### src/verilog/tcx_map.vh
/*
  constants for the trap-compare / exclusive-or execution unit:
  instruction field positions, opcode and extended-opcode values, mask bit
  positions and condition field bit positions.
  assumes big-endian bit numbering of the instruction word mapped to
  verilog [31:0] with instruction bit 0 at verilog bit 31.
*/
`ifndef TCX_MAP_VH
`define TCX_MAP_VH

// primary opcode field, instruction bits 0..5
`define TCX_PRI_HI        31
`define TCX_PRI_LO        26
// first register field (mask for traps, source for xor), bits 6..10
`define TCX_F1_HI         25
`define TCX_F1_LO         21
// second register field, bits 11..15
`define TCX_F2_HI         20
`define TCX_F2_LO         16
// third register field, bits 16..20
`define TCX_F3_HI         15
`define TCX_F3_LO         11
// extended opcode, bits 21..30
`define TCX_XO_HI         10
`define TCX_XO_LO         1
// record bit, bit 31
`define TCX_RC_BIT        0
// immediate field, bits 16..31
`define TCX_IMM_HI        15
`define TCX_IMM_LO        0

// primary opcodes
`define TCX_PRI_TRAP_IMM  6'h03
`define TCX_PRI_XOR_LO    6'h1a
`define TCX_PRI_XOR_HI    6'h1b
`define TCX_PRI_EXT       6'h1f
// extended opcodes under the extended primary opcode
`define TCX_XO_TRAP_REG   10'h004
`define TCX_XO_XOR_REG    10'h13c

// trap condition mask bit positions
`define TCX_TM_SLT        0
`define TCX_TM_SGT        1
`define TCX_TM_EQ         2
`define TCX_TM_ULT        3
`define TCX_TM_UGT        4

// condition field layout {less, greater, same, summary overflow}
`define TCX_CF_LT         3
`define TCX_CF_GT         2
`define TCX_CF_EQ         1
`define TCX_CF_SO         0

// fill values
`define TCX_HALF_ZERO     16'h0000
`define TCX_WORD_ZERO     32'h0000_0000
`define TCX_REG_ZERO      5'h00
`define TCX_CF_ZERO       4'h0

// word and half-word geometry used by the extension and condition field logic
`define TCX_WORD_MSB      31
`define TCX_HALF_MSB      15
`define TCX_HALF_W        16

`endif

### src/verilog/tcx_cond.v
/*
  combinational comparator for the trap-compare unit: evaluates the five
  trap conditions on two 32-bit operands and gates them with the mask.
  assumes operands are already extended to 32 bits by the caller.
*/
`timescale 1ns/1ps
`include "tcx_map.vh"

module tcx_cond (
  // operands
  input  wire [31:0] opnd_a,
  input  wire [31:0] opnd_b,
  // enable mask
  input  wire [4:0]  trap_condition_mask,
  // result
  output wire [4:0]  cond_hits,
  output wire        trap_hit
);

  wire [4:0] cond_raw;

  // signed compares and equality on the three low mask bits
  assign cond_raw[`TCX_TM_SLT] = $signed(opnd_a) < $signed(opnd_b);
  assign cond_raw[`TCX_TM_SGT] = $signed(opnd_a) > $signed(opnd_b);
  assign cond_raw[`TCX_TM_EQ]  = opnd_a == opnd_b;
  // unsigned compares on the two high mask bits
  assign cond_raw[`TCX_TM_ULT] = opnd_a < opnd_b;
  assign cond_raw[`TCX_TM_UGT] = opnd_a > opnd_b;

  // any enabled condition that holds traps
  assign cond_hits = cond_raw & trap_condition_mask;
  assign trap_hit  = |cond_hits;

endmodule

### src/verilog/tcx_unit.v
/*
  execution unit for the word trap instructions (register and immediate
  forms) and the exclusive-or instructions (register, low and high
  immediate forms). one pipeline stage: results appear one clock after issue.
  instruction fields, counted from the msb of instr_word:
    [31:26] primary opcode, [25:21] trap mask or xor source register,
    [20:16] xor destination / first trap operand register,
    [15:11] second register, [10:1] extended opcode, [0] record bit,
    [15:0] immediate of the d-form operations.
  the five-bit trap mask is numbered from its msb, so mask bit 0 is
  instr_word[25] and mask bit 4 is instr_word[21].
  assumes decode/issue presents the instruction word with its register
  operands already read, and that the core's register file and condition
  register take the writeback strobes from this unit.
*/
`timescale 1ns/1ps
`include "tcx_map.vh"

module tcx_unit (
  // clock and reset
  input  wire        mclk,
  input  wire        reset_n,
  // issue side
  input  wire        issue_valid,
  input  wire [31:0] instr_word,
  input  wire [31:0] reg_a_value,
  input  wire [31:0] reg_b_value,
  input  wire [31:0] source_reg_value,
  input  wire        summary_overflow,
  // general register writeback
  output reg         gpr_we_q,
  output reg  [4:0]  gpr_waddr_q,
  output reg  [31:0] gpr_wdata_q,
  // condition field 0 writeback
  output reg         cf0_we_q,
  output reg  [3:0]  first_condition_field_q,
  // exception request
  output reg         prog_exc_req_q,
  output reg         trap_cause_q,
  // completion and decode status
  output reg         done_q,
  output reg         claimed_q
);

  // sign extension of a 16-bit field to a word
  function [31:0] sign_extend;
    input [15:0] v;
    begin
      sign_extend = {{`TCX_HALF_W{v[`TCX_HALF_MSB]}}, v};
    end
  endfunction

  // mask field is numbered from its msb: bring mask bit n to index n
  function [4:0] mask_order;
    input [4:0] fld;
    begin
      mask_order[`TCX_TM_SLT] = fld[`TCX_TM_UGT];
      mask_order[`TCX_TM_SGT] = fld[`TCX_TM_ULT];
      mask_order[`TCX_TM_EQ]  = fld[`TCX_TM_EQ];
      mask_order[`TCX_TM_ULT] = fld[`TCX_TM_SGT];
      mask_order[`TCX_TM_UGT] = fld[`TCX_TM_SLT];
    end
  endfunction

  // extended-form decode: extended primary opcode plus one extended opcode
  function ext_match;
    input [5:0] pri;
    input [9:0] xo;
    input [9:0] want;
    begin
      ext_match = (pri == `TCX_PRI_EXT) && (xo == want);
    end
  endfunction

  // condition field image of a result: sign, positive, zero, overflow copy
  function [3:0] cond_image;
    input [31:0] res;
    input        so;
    begin
      cond_image             = `TCX_CF_ZERO;
      cond_image[`TCX_CF_LT] = res[`TCX_WORD_MSB];
      cond_image[`TCX_CF_GT] = ~res[`TCX_WORD_MSB] & (res != `TCX_WORD_ZERO);
      cond_image[`TCX_CF_EQ] = (res == `TCX_WORD_ZERO);
      cond_image[`TCX_CF_SO] = so;
    end
  endfunction

  // field extraction
  wire [5:0]  pri_op              = instr_word[`TCX_PRI_HI:`TCX_PRI_LO];
  wire [9:0]  ext_op              = instr_word[`TCX_XO_HI:`TCX_XO_LO];
  wire [4:0]  f1                  = instr_word[`TCX_F1_HI:`TCX_F1_LO];
  wire [4:0]  f2                  = instr_word[`TCX_F2_HI:`TCX_F2_LO];
  wire        record_bit          = instr_word[`TCX_RC_BIT];
  wire [15:0] imm16               = instr_word[`TCX_IMM_HI:`TCX_IMM_LO];
  // operand naming per instruction form
  wire [4:0]  trap_condition_mask = mask_order(f1);
  wire [4:0]  reg_a_field         = f2;
  wire [15:0] signed_immediate    = imm16;
  wire [15:0] unsigned_immediate  = imm16;

  // decode of the five operations
  wire is_trap_reg = ext_match(pri_op, ext_op, `TCX_XO_TRAP_REG);
  wire is_trap_imm = (pri_op == `TCX_PRI_TRAP_IMM);
  wire is_xor_reg  = ext_match(pri_op, ext_op, `TCX_XO_XOR_REG);
  wire is_xor_lo   = (pri_op == `TCX_PRI_XOR_LO);
  wire is_xor_hi   = (pri_op == `TCX_PRI_XOR_HI);
  // form groups
  wire is_trap     = is_trap_reg | is_trap_imm;
  wire is_xor      = is_xor_reg | is_xor_lo | is_xor_hi;

  // second compare operand: register or extended immediate
  wire [31:0] cmp_b = is_trap_imm ? sign_extend(signed_immediate) : reg_b_value;

  // trap decision from the comparator
  wire        trap_hit;

  // condition evaluation shared by both trap forms
  tcx_cond u_cond (
    .opnd_a              (reg_a_value),
    .opnd_b              (cmp_b),
    .trap_condition_mask (trap_condition_mask),
    .cond_hits           (),
    .trap_hit            (trap_hit)
  );

  // exclusive-or result for the three xor forms
  reg [31:0] xor_res;
  always @* begin
    if (is_xor_lo) begin
      xor_res = source_reg_value ^ {`TCX_HALF_ZERO, unsigned_immediate};
    end else if (is_xor_hi) begin
      xor_res = source_reg_value ^ {unsigned_immediate, `TCX_HALF_ZERO};
    end else begin
      xor_res = source_reg_value ^ reg_b_value;
    end
  end

  // next values of the result registers
  reg        gpr_we_d;
  reg [4:0]  gpr_waddr_d;
  reg [31:0] gpr_wdata_d;
  reg        cf0_we_d;
  reg [3:0]  first_condition_field_d;
  reg        prog_exc_req_d;
  reg        trap_cause_d;
  reg        done_d;
  reg        claimed_d;

  // next-value selection; data outputs hold between xor operations
  always @* begin
    // strobes drop, data holds
    gpr_we_d                = 1'b0;
    gpr_waddr_d             = gpr_waddr_q;
    gpr_wdata_d             = gpr_wdata_q;
    cf0_we_d                = 1'b0;
    first_condition_field_d = first_condition_field_q;
    prog_exc_req_d          = 1'b0;
    trap_cause_d            = 1'b0;
    done_d                  = 1'b0;
    claimed_d               = 1'b0;
    if (issue_valid) begin
      if (is_trap) begin
        // taken or not, a trap writes no register
        done_d         = 1'b1;
        claimed_d      = 1'b1;
        prog_exc_req_d = trap_hit;
        trap_cause_d   = trap_hit;
      end else if (is_xor) begin
        done_d      = 1'b1;
        claimed_d   = 1'b1;
        gpr_we_d    = 1'b1;
        gpr_waddr_d = reg_a_field;
        gpr_wdata_d = xor_res;
        if (is_xor_reg && record_bit) begin
          cf0_we_d                = 1'b1;
          first_condition_field_d = cond_image(xor_res, summary_overflow);
        end
      end
    end
  end

  // strobe registers: each pulse lasts one clock
  always @(posedge mclk or negedge reset_n) begin
    if (!reset_n) begin
      gpr_we_q       <= 1'b0;
      cf0_we_q       <= 1'b0;
      prog_exc_req_q <= 1'b0;
      trap_cause_q   <= 1'b0;
      done_q         <= 1'b0;
      claimed_q      <= 1'b0;
    end else begin
      gpr_we_q       <= gpr_we_d;
      cf0_we_q       <= cf0_we_d;
      prog_exc_req_q <= prog_exc_req_d;
      trap_cause_q   <= trap_cause_d;
      done_q         <= done_d;
      claimed_q      <= claimed_d;
    end
  end

  // writeback address and data, held until the next xor
  always @(posedge mclk or negedge reset_n) begin
    if (!reset_n) begin
      gpr_waddr_q <= `TCX_REG_ZERO;
      gpr_wdata_q <= `TCX_WORD_ZERO;
    end else begin
      gpr_waddr_q <= gpr_waddr_d;
      gpr_wdata_q <= gpr_wdata_d;
    end
  end

  // condition field 0 image, held until the next recording xor
  always @(posedge mclk or negedge reset_n) begin
    if (!reset_n) begin
      first_condition_field_q <= `TCX_CF_ZERO;
    end else begin
      first_condition_field_q <= first_condition_field_d;
    end
  end

endmodule

### config.mk
export PLATFORM = sky130hd
export DESIGN_NAME = tcx_unit
export DESIGN_NICKNAME = d
export VERILOG_FILES = /design/src/verilog/tcx_cond.v /design/src/verilog/tcx_unit.v
export VERILOG_INCLUDE_DIRS = /design/src /design/src/verilog
export SDC_FILE = /design/constraint.sdc
export NUM_CORES = 1
export LEC_CHECK = 0
export ABC_AREA = 1
export ABC_CLOCK_PERIOD_IN_PS = 1240
export BUFFER_PORTS_ARGS = -buffer_cell sky130_fd_sc_hd__buf_2
export CAP_MARGIN = 10
export CORE_MARGIN = 2
export CORE_UTILIZATION = 32
export CTS_CLUSTER_DIAMETER = 50
export DETAILED_ROUTE_END_ITERATION = 16
export SYNTH_ARGS = -nofsm -noshare
export SYNTH_HDL_FRONTEND = slang
export SYNTH_SLANG_ARGS = --single-unit
### constraint.sdc
create_clock -name mclk -period 1.24 [get_ports mclk]
set_input_delay 0.124 -clock mclk [delete_from_list [all_inputs] [get_ports mclk]]
set_output_delay 0.124 -clock mclk [all_outputs]
set_load 0.01 [all_outputs]
==> flow_metrics.py <==
metrics = {
    "timing": {
        "max_slew_margin_pct": 75.80,
        "achievable-frequency_mhz": 483.7,
        "final-hold-violation-count": 0,
        "unrepaired_setup_endpoints_after_global_routing": "yes",
        "setup_slack_ns": -0.8272,
        "tightest_slew_ns": 0.3592,
        "fin_skew_ns": 0,
        "min_period_ns": 2.067,
        "post-route-period-util_pct": 166.7,
        "drv_slew": 0,
        "report.final.setup_viol": 44,
    },
    "grt": {
        "grt_pass1_vias": 5397,
        "grt_antenna_before_repair": 1,
        "gr-usage-all-layers_pct": 24.94,
        "grt_pass1_wl_um": 28200,
        "overflow": 0,
        "largest_net_degree_at_the_start_of_global_routing": 34,
    },
    "setup_path": {
        "highest_cell_delay_on_the_worst_timing_path_ns": 0.28,
        "cp-endpoint": "trap_cause_q$_DFF_PN0_",
        "cp.arrival_ns": 2.25,
        "worst_path_max_delay_cell": "or2_4",
        "critical_path.cell_chain": "buf_6 -> nor2_4 -> nand4_4 -> buf_12 -> or2_4 -> o21ai_2 -> ha_1 -> buf_4 -> buf_4 -> nand4_1 -> nor2_4 -> nand2_1 -> inv_1 -> nand2_1 -> nand2_1 -> nor2_1 -> nand3_1 -> nand2_1 -> inv_1",
        "r2r-start": "gpr_wdata_q[13]$_DFFE_PN0P_",
        "timing.critical_path.mode_cell": "nand2_1",
        "reg2reg_slack_ns": 0.57,
        "timing.critical_path.fanout_max": 6,
        "setup.worst_path.end_class": "flip-flop",
        "worstPathRequired_ns": 1.43,
        "setup.worst_path.class": "input pin to flip-flop",
        "critical_path_depth": 19,
        "worst_setup_path_startpoint": "instr_word[29]",
        "setup.worst_path.start_class": "input pin",
        "timing.critical_path.buf_inv": 6,
        "worst_path_dominant_cell_family": "simple AND/OR/NAND/NOR gates",
        "rr_worst_depth": 2,
        "regToRegEndpoint": "gpr_wdata_q[13]$_DFFE_PN0P_",
    },
    "drt": {
        "wire_per_inst_um": 16.15,
        "vias": 5613,
        "remaining_routing_drc_violations": 0,
        "vias_per_cell": 4.843,
        "first_iter_violations": 204,
        "dr.pass1.iters": 5,
        "route.final.wire_length_um": 18710,
        "ant_nets": 0,
    },
    "cts": {
        "numCtsBuffers": 5,
        "clk_transition_reported_paths_ns": 0.07,
        "htree_levels": 2,
        "cts_tree": "yes",
        "root_buffer_master": "clkbuf_16",
        "clkLatencyLatePin_ns": 0.28,
        "cts_buffer_depth": 2,
        "sink_count": 45,
    },
    "layout": {
        "syn_to_final_growth_pct": 90.70,
        "final_area_sq_um": 8334,
        "layout.cells.most_common": "buf_2",
        "final.fill_count": 1154,
        "final_cell_mix": "buf_2 (172), nand2_1 (147), buf_4 (112)",
        "drive_above_1_share_pct": 54.68,
        "fin_util_pct": 62.69,
        "fin_cells": 1159,
        "final_net_count": 1146,
    },
    "logic_synthesis": {
        "synth_top_area_share_pct": 25.77,
        "postSynthAreaPerCell_sq_um": 6.612,
        "synth_sequential_area_ratio_pct": 25.77,
        "netlist.top_cell.by_area": "dfrtp_1",
        "synth_warn": 0,
        "postSynthNetCount": 825,
        "synth_cells": 661,
        "post_synthesis_cell_area_sq_um": 4370,
        "synth.area.top_cells": "dfrtp_1 (26%), nand2_1 (18%), ha_1 (9.2%), o21ai_0 (6.8%), xor2_1 (6.4%)",
        "postSynthRegisterBits": 45,
        "yosys.cell_types.count": 31,
    },
    "power": {
        "total_power_mw": 6.301,
        "power.ir.vdd_worst_uv": 484.6,
        "power.leakage_nw": 4.319,
        "power.density_nw_per_um2": 756.1,
    },
    "die": {
        "start_util_pct": 32.87,
        "dieHeight_um": 120.9,
        "core-area_sq_um": 13300,
        "die_area_sq_um": 14610,
        "die_w_um": 120.9,
        "design.portCount": 179,
        "num_rows": 42,
    },
    "min_path": {
        "hold-path-cell-count": 3,
        "worst_hold_startpoint": "summary_overflow",
        "hold_path.class": "input pin to flip-flop",
    },
    "place": {
        "dpl.hpwl_um": 13010,
        "placed_cells_incl_taps": 1097,
        "io_buffers": 178,
        "post_dp_cell_area_sq_um": 6469,
        "place.gp.congestion": 0.8690,
    },
    "status": {
        "violations": "setup timing",
        "outcome": "complete, but fails checks",
    },
    "job": {
        "max-cap-violations": 0,
    },
}
==> flip-flops by register name, summed over array words and instances (netlist names) <==
name                     flops
gpr_we_q                     1
first_condition_field_q      4
trap_cause_q                 1
gpr_wdata_q                 32
claimed_q                    1
gpr_waddr_q                  5
cf0_we_q                     1
==> cells in the mapped netlist (all sizes together) <==
library cell / number
nor3: 3
nand2: 208
and2: 1
o21ai: 74
ha: 32
nor4: 1
xor2: 32
nor2: 61
a21o: 1
or2: 1
xnor2: 27
a41oi: 1
nand4: 6
nand3: 35
clkbuf: 15
dfrtp: 45
inv: 47
buf: 17
mux2i: 6
o21a: 2
a21oi: 46
==> per-stage QoR <==
step | setup slack (ns) | hold WS, ns | setup TNS, ns
floorplan | -0.9491 | -0.1716 | -1.405
global route | -0.9844 | 0.05805 | -11.81
finish | -0.8272 | 0.04352 | -8.821
global placement | -1.183 | 0.05516 | -25.62
detailed placement | -1.236 | 0.04759 | -25.49
CTS | -0.7839 | 0.04326 | -11.60
==> where the power goes <==
group	total, mW	internal, mW	switching, mW
logic	2.86	1.44	1.43
clock network	1.51	0.937	0.572
registers	1.93	1.72	0.210
==> what timing repair did <==
action	4_1_cts	5_1_grt
endpoints found under the hold margin	12	0
hold buffers	1	0
setup endpoints to repair	44	45
setup buffers	34	13
resized for setup	209	108
cloned	17	0
pin swaps	75	65
==> worst min path at each step <==
stage	to	slack [ns]
final	first_condition_field_q[0]$_DFFE_PN0P_	0.04
after global routing	first_condition_field_q[0]$_DFFE_PN0P_	0.06
after CTS	first_condition_field_q[0]$_DFFE_PN0P_	0.04
after detailed placement	gpr_wdata_q[20]$_DFFE_PN0P_	0.05
after global placement	gpr_wdata_q[20]$_DFFE_PN0P_	0.06
after floorplan	cf0_we_q$_DFF_PN0_	-0.17
==> layer usage <==
metal	wire length, um	vias to the layer above	global-route usage [%]
met5	0	-	0
met3	1137	48	3.242
met2	8742	226	40.87
li1	-	2785	-
met1	8035	2554	33.04
met4	799	0	10.25
==> logic make-up after synthesis <==
kind of cell / count (synthesis) / synth area share, %
fa+ha+maj: 32 / 9.161
simple gates: 316 / 29.75
mux: 6 / 1.374
xor+xnor: 59 / 11.82
compound gates: 124 / 14.54
buf+inv: 79 / 7.586
flops: 45 / 25.77
==> worst min-delay path: cells and delay by family <==
| family | cells | cell delay [ns] |
|---|---|---|
| buffers and inverters | 1 | 0.08 |
| AND/OR/NAND/NOR | 2 | 0.08 |
==> final cells by class <==
| cell class | instances | area (sq um) | area share (%) |
|---|---|---|---|
| clock buffers | 5 | 125.1 | 1.501 |
| multi-input cells | 539 | 3905 | 46.85 |
| clock inverters | 2 | 35.03 | 0.4204 |
| well taps | 176 | 220.2 | 2.642 |
| repair buffers | 344 | 2716 | 32.59 |
| inverters | 47 | 203.9 | 2.447 |
| flip-flops and latches | 45 | 1126 | 13.51 |
| diodes | 1 | 2.502 | 0.03003 |
Note: power is estimated with default switching activity, not from simulation.
